`config.mk`:
```
export PLATFORM = sky130hd
export DESIGN_NAME = chg_status
export DESIGN_NICKNAME = d
export VERILOG_FILES = /design/src/rtl/chg_status_pkg.sv /design/src/rtl/chg_status.sv
export SDC_FILE = /design/constraint.sdc
export NUM_CORES = 1
export LEC_CHECK = 0
export ABC_CLOCK_PERIOD_IN_PS = 2400
export BUFFER_PORTS_ARGS = -buffer_cell sky130_fd_sc_hd__buf_2
export CAP_MARGIN = 15
export CELL_PAD_IN_SITES_DETAIL_PLACEMENT = 0
export CELL_PAD_IN_SITES_GLOBAL_PLACEMENT = 1
export CORE_MARGIN = 3
export CORE_UTILIZATION = 33
export CTS_CLUSTER_DIAMETER = 150
export CTS_CLUSTER_SIZE = 20
export DETAILED_ROUTE_END_ITERATION = 16
export PLACE_DENSITY = 0.73
export SYNTH_ARGS = -nofsm -noshare
export SYNTH_HDL_FRONTEND = slang
export SYNTH_SLANG_ARGS = --single-unit
```
`constraint.sdc`:
```
create_clock -name clock -period 2.4 [get_ports clock]
set_clock_uncertainty 0.2 [all_clocks]
set_input_delay 0.48 -clock clock [delete_from_list [all_inputs] [get_ports clock]]
set_output_delay 0.48 -clock clock [all_outputs]
set_load 0.005 [all_outputs]
```
`src/rtl/chg_status_pkg.sv`:
```
// Constants for the charger status and disable pin logic
package chg_status_pkg;

  // Clock rate and fault pulse length
  localparam int unsigned CLK_MHZ        = 100;  // Core clock, MHz
  localparam int unsigned FAULT_PULSE_US = 128;  // Fault pulse, us
  // Pulse cycles, exact product of pulse length and clock rate
  localparam int unsigned FAULT_PULSE_CYC = FAULT_PULSE_US * CLK_MHZ;
  localparam int unsigned CNT_W = $clog2(FAULT_PULSE_CYC + 1);

  // Charger operating state
  typedef enum logic [1:0] {
    ST_IDLE   = 2'b00,  // Not charging, not disabled
    ST_CHARGE = 2'b01,  // Charge cycle running
    ST_DONE   = 2'b10,  // Charging complete
    ST_HIZ    = 2'b11   // High-impedance mode
  } chg_state_t;

endpackage : chg_status_pkg

```
`src/rtl/chg_status.sv`:
```
// Charger state, hardware disable and open-drain status line driver
//
// Function
// - Disable high forces high-impedance, no charging
// - Status line pulled low while charging
// - Line released when done or disabled
// - Each fault starts or restarts a 128 us pulse
// - Line driven only when enable bit set
// - Second status line follows identical scheme
// - Safety timer expiry halts, pulses both lines
`timescale 1ns/100ps

module chg_status
  import chg_status_pkg::*;
(
  input  wire logic clock,             // 100 MHz core clock
  input  wire logic srst,              // Synchronous reset, active high
  input  wire logic hw_disable_input,  // Asynchronous disable pin
  input  wire logic stat_en,           // Status output enable bit
  input  wire logic charge_start,      // Pulse: start a charge cycle
  input  wire logic charge_term,       // Pulse: termination reached
  input  wire logic fault_evt,         // Pulse: generic fault
  input  wire logic safety_expire,     // Pulse: safety timer expired
  output logic      hiz_mode,          // High-impedance mode active
  output logic      charge_on,         // Charge current allowed
  output logic      int_o,             // Interrupt line level (always 0)
  output logic      int_oe,            // Interrupt line pull-down enable
  output logic      stat_o,            // Status line level (always 0)
  output logic      stat_oe            // Status line pull-down enable
);

  ////////////////////////////////////////////////////////////////////////////
  // Pin synchroniser

  logic dis_s1_ff;     // First stage, read only by second stage
  logic dis_s2_ff;     // Synchronised disable level
  logic nxt_dis_s1;
  logic nxt_dis_s2;

  // Next values of the synchroniser
  always_comb begin
    nxt_dis_s1 = hw_disable_input;
    nxt_dis_s2 = dis_s1_ff;
    if (srst) begin
      nxt_dis_s1 = 1'b0;
      nxt_dis_s2 = 1'b0;
    end
  end

  // Register the synchroniser; the host must not float the pin
  always_ff @(posedge clock) begin
    dis_s1_ff <= nxt_dis_s1;
    dis_s2_ff <= nxt_dis_s2;
  end

  ////////////////////////////////////////////////////////////////////////////
  // Charge state machine

  chg_state_t state_ff;   // Operating state
  chg_state_t nxt_state;

  // Disable wins over every other event except reset
  always_comb begin
    nxt_state = state_ff;
    case (state_ff)
      ST_IDLE: begin
        if (charge_start) begin
          nxt_state = ST_CHARGE;
        end
      end
      ST_CHARGE: begin
        // Safety expiry halts the cycle
        if (safety_expire) begin
          nxt_state = ST_IDLE;
        end else if (charge_term) begin
          nxt_state = ST_DONE;
        end
      end
      ST_DONE: begin
        if (charge_start) begin
          nxt_state = ST_CHARGE;
        end
      end
      ST_HIZ: begin
        // Leave only when the pin is low again
        if (!dis_s2_ff) begin
          nxt_state = ST_IDLE;
        end
      end
      default: begin
        nxt_state = ST_IDLE;
      end
    endcase
    if (dis_s2_ff) begin
      nxt_state = ST_HIZ;
    end
    if (srst) begin
      nxt_state = ST_IDLE;
    end
  end

  // Register the state
  always_ff @(posedge clock) begin
    state_ff <= nxt_state;
  end

  ////////////////////////////////////////////////////////////////////////////
  // Fault pulse timer

  logic [CNT_W-1:0] pulse_cnt_ff;  // Remaining pulse cycles
  logic [CNT_W-1:0] nxt_pulse_cnt;
  logic             fault_any;     // Any fault event this cycle

  // A new fault restarts the pulse; overlap merges into one low period
  always_comb begin
    fault_any     = fault_evt | (safety_expire && state_ff == ST_CHARGE);
    nxt_pulse_cnt = pulse_cnt_ff;
    if (fault_any) begin
      nxt_pulse_cnt = CNT_W'(FAULT_PULSE_CYC);
    end else if (pulse_cnt_ff != '0) begin
      nxt_pulse_cnt = pulse_cnt_ff - CNT_W'(1);
    end
    if (srst) begin
      nxt_pulse_cnt = '0;
    end
  end

  // Register the counter
  always_ff @(posedge clock) begin
    pulse_cnt_ff <= nxt_pulse_cnt;
  end

  ////////////////////////////////////////////////////////////////////////////
  // Output drivers

  logic nxt_hiz;
  logic nxt_charge_on;
  logic nxt_pull;       // Shared pull-down for both lines
  logic pulse_next;     // Pulse active in the next cycle

  // Both lines use one pull-down term, so they never diverge
  always_comb begin
    pulse_next    = (nxt_pulse_cnt != '0);
    nxt_hiz       = (nxt_state == ST_HIZ);
    nxt_charge_on = (nxt_state == ST_CHARGE);
    // Low while charging, pulse on fault, released otherwise
    nxt_pull      = (nxt_charge_on | pulse_next) & stat_en;
    if (srst) begin
      nxt_hiz       = 1'b0;
      nxt_charge_on = 1'b0;
      nxt_pull      = 1'b0;
    end
  end

  // All outputs straight from flip-flops
  always_ff @(posedge clock) begin
    hiz_mode  <= nxt_hiz;
    charge_on <= nxt_charge_on;
    int_oe    <= nxt_pull;
    stat_oe   <= nxt_pull;
    int_o     <= 1'b0;
    stat_o    <= 1'b0;
  end
endmodule : chg_status

```
Word level (Yosys, flattened, before mapping). Cells that the tools add are included.

Add/subtract/negate cells: 1. Multiply operators: 0. Divide/modulo/power cells: 0. Order comparisons: 0. Equal/unequal tests: 5. Shift-type cells: 0. Multiplexer cells: 9. Bitwise operators: 3. Reductions and logical operators: 5.

Operators with widths (number): $mux 14 (3); $reduce_bool 14->1 (2); $sub 14x1->14 const B (1); $mux 2 (5); $eq 2x2->1 const B (3); $pmux 2 s3 (1); $eq 2x1->1 const B (2); $logic_not 2->1 (1); $or 1x1->1 (2); $reduce_or 2->1 (1); $and 1x1->1 (1); $logic_and 1x1->1 (1).

Register bits after elaboration: 21. Bits in latches: 0. Bits in writable memories: 0. Bits in read-only memories: 0. Memories kept: 0.

Logic depth before layout (Yosys ltp). Gate-level depths: netlist of run 1.

Word-level depth: 8. Depth in mapped cells: 9. Depth with buffers taken out: 8.

Least setup slack after synthesis of run 1. Ideal clock, no wire load.

Path type: register to register. From: reg pulse_cnt_ff[0]. To: reg stat_oe. Arrival time: 1.990 ns. Required time: 2.066 ns. Path slack: 0.076 ns. Stages on the path, launching flop included: 10. Buffers on the path: 1. Clock period less this slack: 2.324 ns. Cells stage by stage: dfxtp_1 -> inv_1 -> ha_1 -> nor4b_1 -> and4_1 -> buf_2 -> or3_1 -> a21oi_2 -> nor4_1 -> a311oi_1.

Cells in the longest elaborated chain, start to end: 7.

RTL lines: start: declaration (RTL line chg_status.sv:110) `logic [CNT_W-1:0] pulse_cnt_ff;`; start signal: assignment (RTL line chg_status.sv:130) `pulse_cnt_ff <= nxt_pulse_cnt;`; $sub 14x1->14 or $reduce_bool 14->1 (tied branches) (RTL line chg_status.sv:121, chg_status.sv:120); $mux 14 (*) (RTL line chg_status.sv:120) `end else if (pulse_cnt_ff != '0) begin`; $mux 14 (*) (RTL line chg_status.sv:118) `if (fault_any) begin`; $mux 14 (*) (RTL line chg_status.sv:123) `if (srst) begin`; named net nxt_pulse_cnt[5] (RTL line chg_status.sv:111) `logic [CNT_W-1:0] nxt_pulse_cnt;`; $reduce_bool 14->1 (*) (RTL line chg_status.sv:143) `pulse_next = (nxt_pulse_cnt != '0);`; $or 1x1->1 (*) (RTL line chg_status.sv:147) `nxt_pull = (nxt_charge_on | pulse_next) & stat_en;`; $and 1x1->1 (*) (RTL line chg_status.sv:147); end signal: assignment (RTL line chg_status.sv:160) `stat_oe <= nxt_pull;`; end: declaration (RTL line chg_status.sv:29) `output logic stat_oe`.

Mark *: on every way through the listed nets, which the timed path passes. The rest lies on a longest branch. A chain may end at the register's enable or synchronous reset.

Worst setup path after layout of run 1. Ends and elaborated chain as after synthesis.

==> results.json, run 1 <==
{
  "outcome": "finished clean",
  "grt_pass1_vias": 978,
  "synthCells": 129,
  "path_buf_inv": 2,
  "pin_count": 14,
  "ys.flop_type": "dfxtp_1",
  "crit_path_start_kind": "register",
  "synth_cell_type_count": 44,
  "multi_input_area_um2": 647,
  "p_clk_frac": 0.166,
  "drt_iter0_drc": 44,
  "place.port_buffers": 11,
  "routedWlPerCell_um": 14.0,
  "drv_cap": 0,
  "antenna_found_initial": 0,
  "cts_sinks": 21,
  "synth_seq_cells": 21,
  "internal_power_w": 0.000646,
  "power_switching_share": 0.374,
  "cp_slowest_cell": "or4_1",
  "cts_tree": "built",
  "hold_viol_final": 0,
  "drcViolationCount": 0,
  "layout_common_cells": "18 x dfxtp_1, 15 x nor2_1, 11 x buf_2, 11 x buf_4, 8 x a21oi_1",
  "syn_area_mm2": 0.00107,
  "yosys_warnings": 0,
  "period_needed_ps": 2310,
  "die_y_um": 62.8,
  "p_total_w": 0.00103,
  "cp.arrival_ps": 2330,
  "slowest_delay_ps": 430,
  "ir_worst_vdd_uv": 323,
  "regArea_um2": 424,
  "place_hpwl_um": 1990,
  "maxSlewViolCount": 0,
  "rows": 19,
  "die_x_um": 62.8,
  "synth-async-reset-ratio": 0,
  "gr-total-overflow": 0,
  "antenna_left": 0,
  "cp.required_ps": 2420,
  "crit_type": "reg2reg",
  "cts_buffers": 3,
  "design.core.area_mm2": 0.00292,
  "cellLeakagePower_nw": 0.548,
  "rsz0062_at_grt": "false",
  "worstPathMaxFanout": 7,
  "path_cells": "inv_1 -> ha_2 -> nor4b_1 -> buf_4 -> and4_4 -> or4_1 -> a21oi_2 -> nor3_1 -> a311oi_1",
  "htreeDepth": 1,
  "grt_pass1_wl_um": 4420,
  "fin_nets": 159,
  "synth_top_cell_area_share": 0.394,
  "initial_utilization": 0.365,
  "p_switching_w": 0.000386,
  "yosysTopAreaCell": "dfxtp_1",
  "max_freq_mhz": 433,
  "finalWorstSetupSlack_ps": 89.1,
  "die_area_mm2": 0.00395,
  "drt-vias-per-instance": 5.47,
  "vias": 1044,
  "p_seq_frac": 0.415,
  "setup_viol": 0,
  "pwr-share-comb": 0.419,
  "wl_um": 2680,
  "crit_family": "simple AND/OR/NAND/NOR gates",
  "grt_max_degree": 13,
  "drtPass1Iterations": 4,
  "fin_area_mm2": 0.00132,
  "syn_area_per_cell_um2": 8.26,
  "ys_seq_area_frac": 0.394,
  "drive_gt1_frac": 0.315,
  "clockRootBuffer": "clkbuf_4",
  "p_per_area_mw_per_mm2": 785,
  "clk_pin_slew_ps": 120,
  "worstSkewPairLatency_ps": 310,
  "cp-end-kind": "register",
  "gp_congestion": 0.808,
  "diodes": 0,
  "final_common_cell": "dfxtp_1",
  "finalSetupTns_ps": 0,
  "track_usage": 0.141,
  "area_delta_synth_final_pct": 23.4,
  "finalCritPeriodShare": 0.963,
  "dpl_cell_area_mm2": 0.00121,
  "hold_class": "in2reg",
  "dpl_worst_slack_ps": -53.6,
  "synth_enable_flop_cells": 0,
  "yosys-top-cells-area": "dfxtp_1 39%, nor2_1 5.3%, a21oi_1 4.7%",
  "nFillCells": 315,
  "cts_buffer_depth": 2
}
-- what timing repair did --
item	4_1_cts	5_1_grt
pin swaps	0	2
hold buffers	0	0
gates resized for setup	7	11
endpoints found under the setup margin	1	1
setup buffers	0	1
-- path summary, 6_finish.rpt --
| path | from | end | slack, ps | depth (start not counted) |
|---|---|---|---|---|
| worst max-delay path | pulse_cnt_ff[0] | stat_oe | 90 | 9 |
| worst min-delay path | hw_disable_input | dis_s1_ff | 180 | 2 |
| worst max register to register | pulse_cnt_ff[0] | stat_oe | 90 | 9 |
| worst min register to register | dis_s1_ff | dis_s2_ff | 240 | 1 |
-- through the flow --
step | instances | utilization | hold slack, ps
2_1_floorplan | 130 | - | 214
3_3_place_gp | 186 | 0.415 | 221
3_5_place_dp | 186 | 0.415 | 227
4_1_cts | 190 | 0.432 | 175
5_1_grt | 191 | 0.450 | 186
6_report | 191 | 0.450 | 182
-- cell families (layout without fill, tap and decap cells) --
group	Yosys count	in the layout	synth area share
fa+ha+maj	1	1	0.0117
xor+xnor	2	2	0.0164
other cells	1	2	0.00352
mux	1	1	0.00939
flops	21	21	0.394
compound gates	32	32	0.200
simple gates	57	57	0.303
buf+inv	14	33	0.0622
-- state kept, by name, summed over array words and instances, names as in the netlist --
name          cells
pulse_cnt_ff     14
hiz_mode          1
charge_on         1
dis_s2_ff         1
dis_s1_ff         1
state_ff          2
stat_oe           1
-- synth_stat cells, drive strengths merged (2+ instances only) --
master  instances
a21oi          11
a221oi          2
a311oi          2
a31oi           4
buf             4
clkbuf          3
dfxtp          21
inv             7
nand2           6
nand3           4
nand4           2
nor2           15
nor2b           6
nor3            5
nor4            5
o21ai           3
o31ai           3
or3             4
or4             3
-- routing by layer --
layer	global-route usage	wire (um)	vias to the layer above	part of all wire
li1	-	-	511	-
met1	0.172	1240	493	0.46
met2	0.236	1240	36	0.46
met3	0.0414	162	4	0.060
met4	0.0496	38	0	0.014
met5	0	0	-	0
-- power by group through the flow --
stage               Sequential (W)  Combinational [W]  Clock (W)
floorplan                 0.000418           0.000262          0
global placement          0.000431           0.000377          0
detailed placement        0.000431           0.000378          0
CTS                       0.000425           0.000400   0.000182
global route              0.000435           0.000474   0.000200
finish                    0.000428           0.000432   0.000172
-- area by class of cell --
class                           instances  share of cell area
Inverter                                7              0.0200
Clock buffer                            3              0.0171
Multi-Input combinational cell         95               0.492
Tap cell                               42              0.0400
Sequential cell                        21               0.323
Timing Repair Buffer                   22               0.105
Clock inverter                          1             0.00381
No activity file was read; power rests on OpenSTA's default activity.
==> inputs of run 2 (changes only) <==
--- a/config.mk
+++ b/config.mk
@@ -5,7 +5,7 @@
 export SDC_FILE = /design/constraint.sdc
 export NUM_CORES = 1
 export LEC_CHECK = 0
-export ABC_CLOCK_PERIOD_IN_PS = 2400
+export ABC_CLOCK_PERIOD_IN_PS = 3000
 export BUFFER_PORTS_ARGS = -buffer_cell sky130_fd_sc_hd__buf_2
 export CAP_MARGIN = 15
 export CELL_PAD_IN_SITES_DETAIL_PLACEMENT = 0
@@ -13,9 +13,8 @@
 export CORE_MARGIN = 3
 export CORE_UTILIZATION = 33
 export CTS_CLUSTER_DIAMETER = 150
-export CTS_CLUSTER_SIZE = 20
 export DETAILED_ROUTE_END_ITERATION = 16
-export PLACE_DENSITY = 0.73
+export PLACE_DENSITY = 0.71
 export SYNTH_ARGS = -nofsm -noshare
 export SYNTH_HDL_FRONTEND = slang
 export SYNTH_SLANG_ARGS = --single-unit
==> constraint.sdc (replaced) <==
create_clock -name clock -period 3 [get_ports clock]
set_clock_uncertainty 0.2 [all_clocks]
set_input_delay 0.6 -clock clock [delete_from_list [all_inputs] [get_ports clock]]
set_output_delay 0.6 -clock clock [all_outputs]
set_load 0.005 [all_outputs]
==> results.json, run 2 (same netlist as run 1, synthesis figures left out) <==
{
  "cts_hold_buf": 0,
  "cts_buffer_depth": 2,
  "design.core.area_mm2": 0.00292,
  "final_core_util": 0.407,
  "top_register": "pulse_cnt_ff",
  "post_cts_buffers": 0,
  "nFillCells": 317,
  "fin_area_mm2": 0.00119,
  "track_usage": 0.133,
  "antenna_found_initial": 0,
  "cts_resized": 0,
  "cp_slowest_cell": "nor4_1",
  "grt_pass1_wl_um": 4240,
  "tightestPinTransition_ps": 669,
  "reg2reg_to": "stat_oe",
  "fin_nets": 151,
  "die_y_um": 62.8,
  "gr-total-overflow": 0,
  "layout_common_cells": "21 x dfxtp_1, 15 x nor2_1, 11 x buf_2",
  "cts_tree": "built",
  "cellLeakagePower_nw": 0.496,
  "clk_pin_slew_ps": 130,
  "finalCritPeriodShare": 0.846,
  "place_hpwl_um": 1920,
  "rows": 19,
  "cp-end-kind": "register",
  "rsz0062_at_grt": "false",
  "drcViolationCount": 0,
  "largest_reg_flops": 14,
  "initial_utilization": 0.365,
  "rr_worst_depth": 9,
  "maxSlewViolCount": 0,
  "crit_path_start_kind": "register",
  "slowest_delay_ps": 380,
  "p_per_area_mw_per_mm2": 644,
  "path_cells": "inv_1 -> ha_1 -> nor4b_1 -> buf_4 -> and4_1 -> or3_1 -> a21oi_2 -> nor4_1 -> a311oi_1",
  "drt-vias-per-instance": 5.36,
  "worstPathMaxFanout": 7,
  "grt_max_degree": 15,
  "r2r_slack_ps": 460,
  "die_x_um": 62.8,
  "drt_iter0_drc": 27,
  "period_needed_ps": 2540,
  "path_buf_inv": 2,
  "hold_path_depth": 1,
  "worstHoldStart": "dis_s1_ff",
  "max_freq_mhz": 394,
  "outcome": "finished clean",
  "area_delta_synth_final_pct": 11.6,
  "worstSkewPairLatency_ps": 320,
  "ir_worst_vdd_uv": 235,
  "cp.arrival_ps": 2540,
  "htreeDepth": 1,
  "crit_type": "reg2reg",
  "grt_pass1_vias": 887,
  "cp.required_ps": 3010,
  "diodes": 0,
  "final_common_cell": "dfxtp_1",
  "clockRootBuffer": "clkbuf_4",
  "worstHoldEndpoint": "dis_s2_ff",
  "hold_class": "reg2reg",
  "placed_cells": 179,
  "finalNonFillerCells": 183,
  "drtPass1Iterations": 4,
  "antenna_left": 0,
  "wl_um": 2500,
  "worst_r2r_startpoint": "pulse_cnt_ff[0]",
  "gp_congestion": 0.820,
  "setup_viol": 0,
  "cts_buffers": 3,
  "drv_cap": 0,
  "place.port_buffers": 11,
  "hold_viol_final": 0,
  "vias": 980,
  "crit_family": "simple AND/OR/NAND/NOR gates",
  "top_regs": "pulse_cnt_ff x14, state_ff x2",
  "cts_sinks": 21,
  "drive_gt1_frac": 0.163,
  "finalSetupTns_ps": 0,
  "dpl_cell_area_mm2": 0.00116,
  "slew_headroom": 0.551,
  "pin_count": 14,
  "routedWlPerCell_um": 13.7,
  "die_area_mm2": 0.00395
}
-- run 2: cell types whose count changed in the layout (fill, tap and decap cells not counted), sizes merged --
cell      before  now
buf           22   14
clkinv         1    0
clkinvlp       0    1
-- run 2: worst max path at each step --
stage | from | end | slack [ps] | cells past startpoint
after floorplan | pulse_cnt_ff[0] | stat_oe | 680 | 9
after global placement | pulse_cnt_ff[0] | stat_oe | 530 | 8
after detailed placement | pulse_cnt_ff[0] | stat_oe | 510 | 9
after CTS | pulse_cnt_ff[0] | stat_oe | 480 | 9
after global routing | pulse_cnt_ff[0] | stat_oe | 260 | 9
final | pulse_cnt_ff[0] | stat_oe | 460 | 9
-- run 2: area by class of cell --
type | count | area, um2 | share of cell area
clock buffer | 3 | 22.5 | 0.0189
clock inverter | 1 | 7.51 | 0.00631
inverter | 7 | 26.3 | 0.0221
multi-input combinational | 95 | 583 | 0.490
sequential | 21 | 420 | 0.353
tap | 42 | 52.6 | 0.0442
timing repair buffer | 14 | 77.6 | 0.0652
-- run 2: where the power goes --
part           internal [W]  switching (W)  total, W
logic              0.000121       0.000158  0.000279
registers          0.000307      0.0000335  0.000340
clock network     0.0000510      0.0000958  0.000147
-- run 2: worst reg2reg max path: cells and delay by family (launching register included) --
kind,cells,cell delay (ps)
compound gates,2,210
fa+ha+maj,1,240
buf+inv,2,300
flops,1,350
simple gates,4,1130
-- run 2: stage by stage --
stage               power (W)  setup WS [ps]  hold slack (ps)
floorplan            0.000544            676              214
global route         0.000818            259              286
detailed placement   0.000621            505              227
global placement     0.000623            534              219
finish               0.000766            461              259
CTS                  0.000768            476              261
-- run 2: routing by layer --
| layer | GRT usage | share of wire | vias up |
|---|---|---|---|
| met5 | 0 | 0 | - |
| met4 | 0.0579 | 0.018 | 0 |
| met3 | 0.0216 | 0.031 | 5 |
| met2 | 0.198 | 0.45 | 20 |
| met1 | 0.187 | 0.50 | 459 |
| li1 | - | - | 496 |
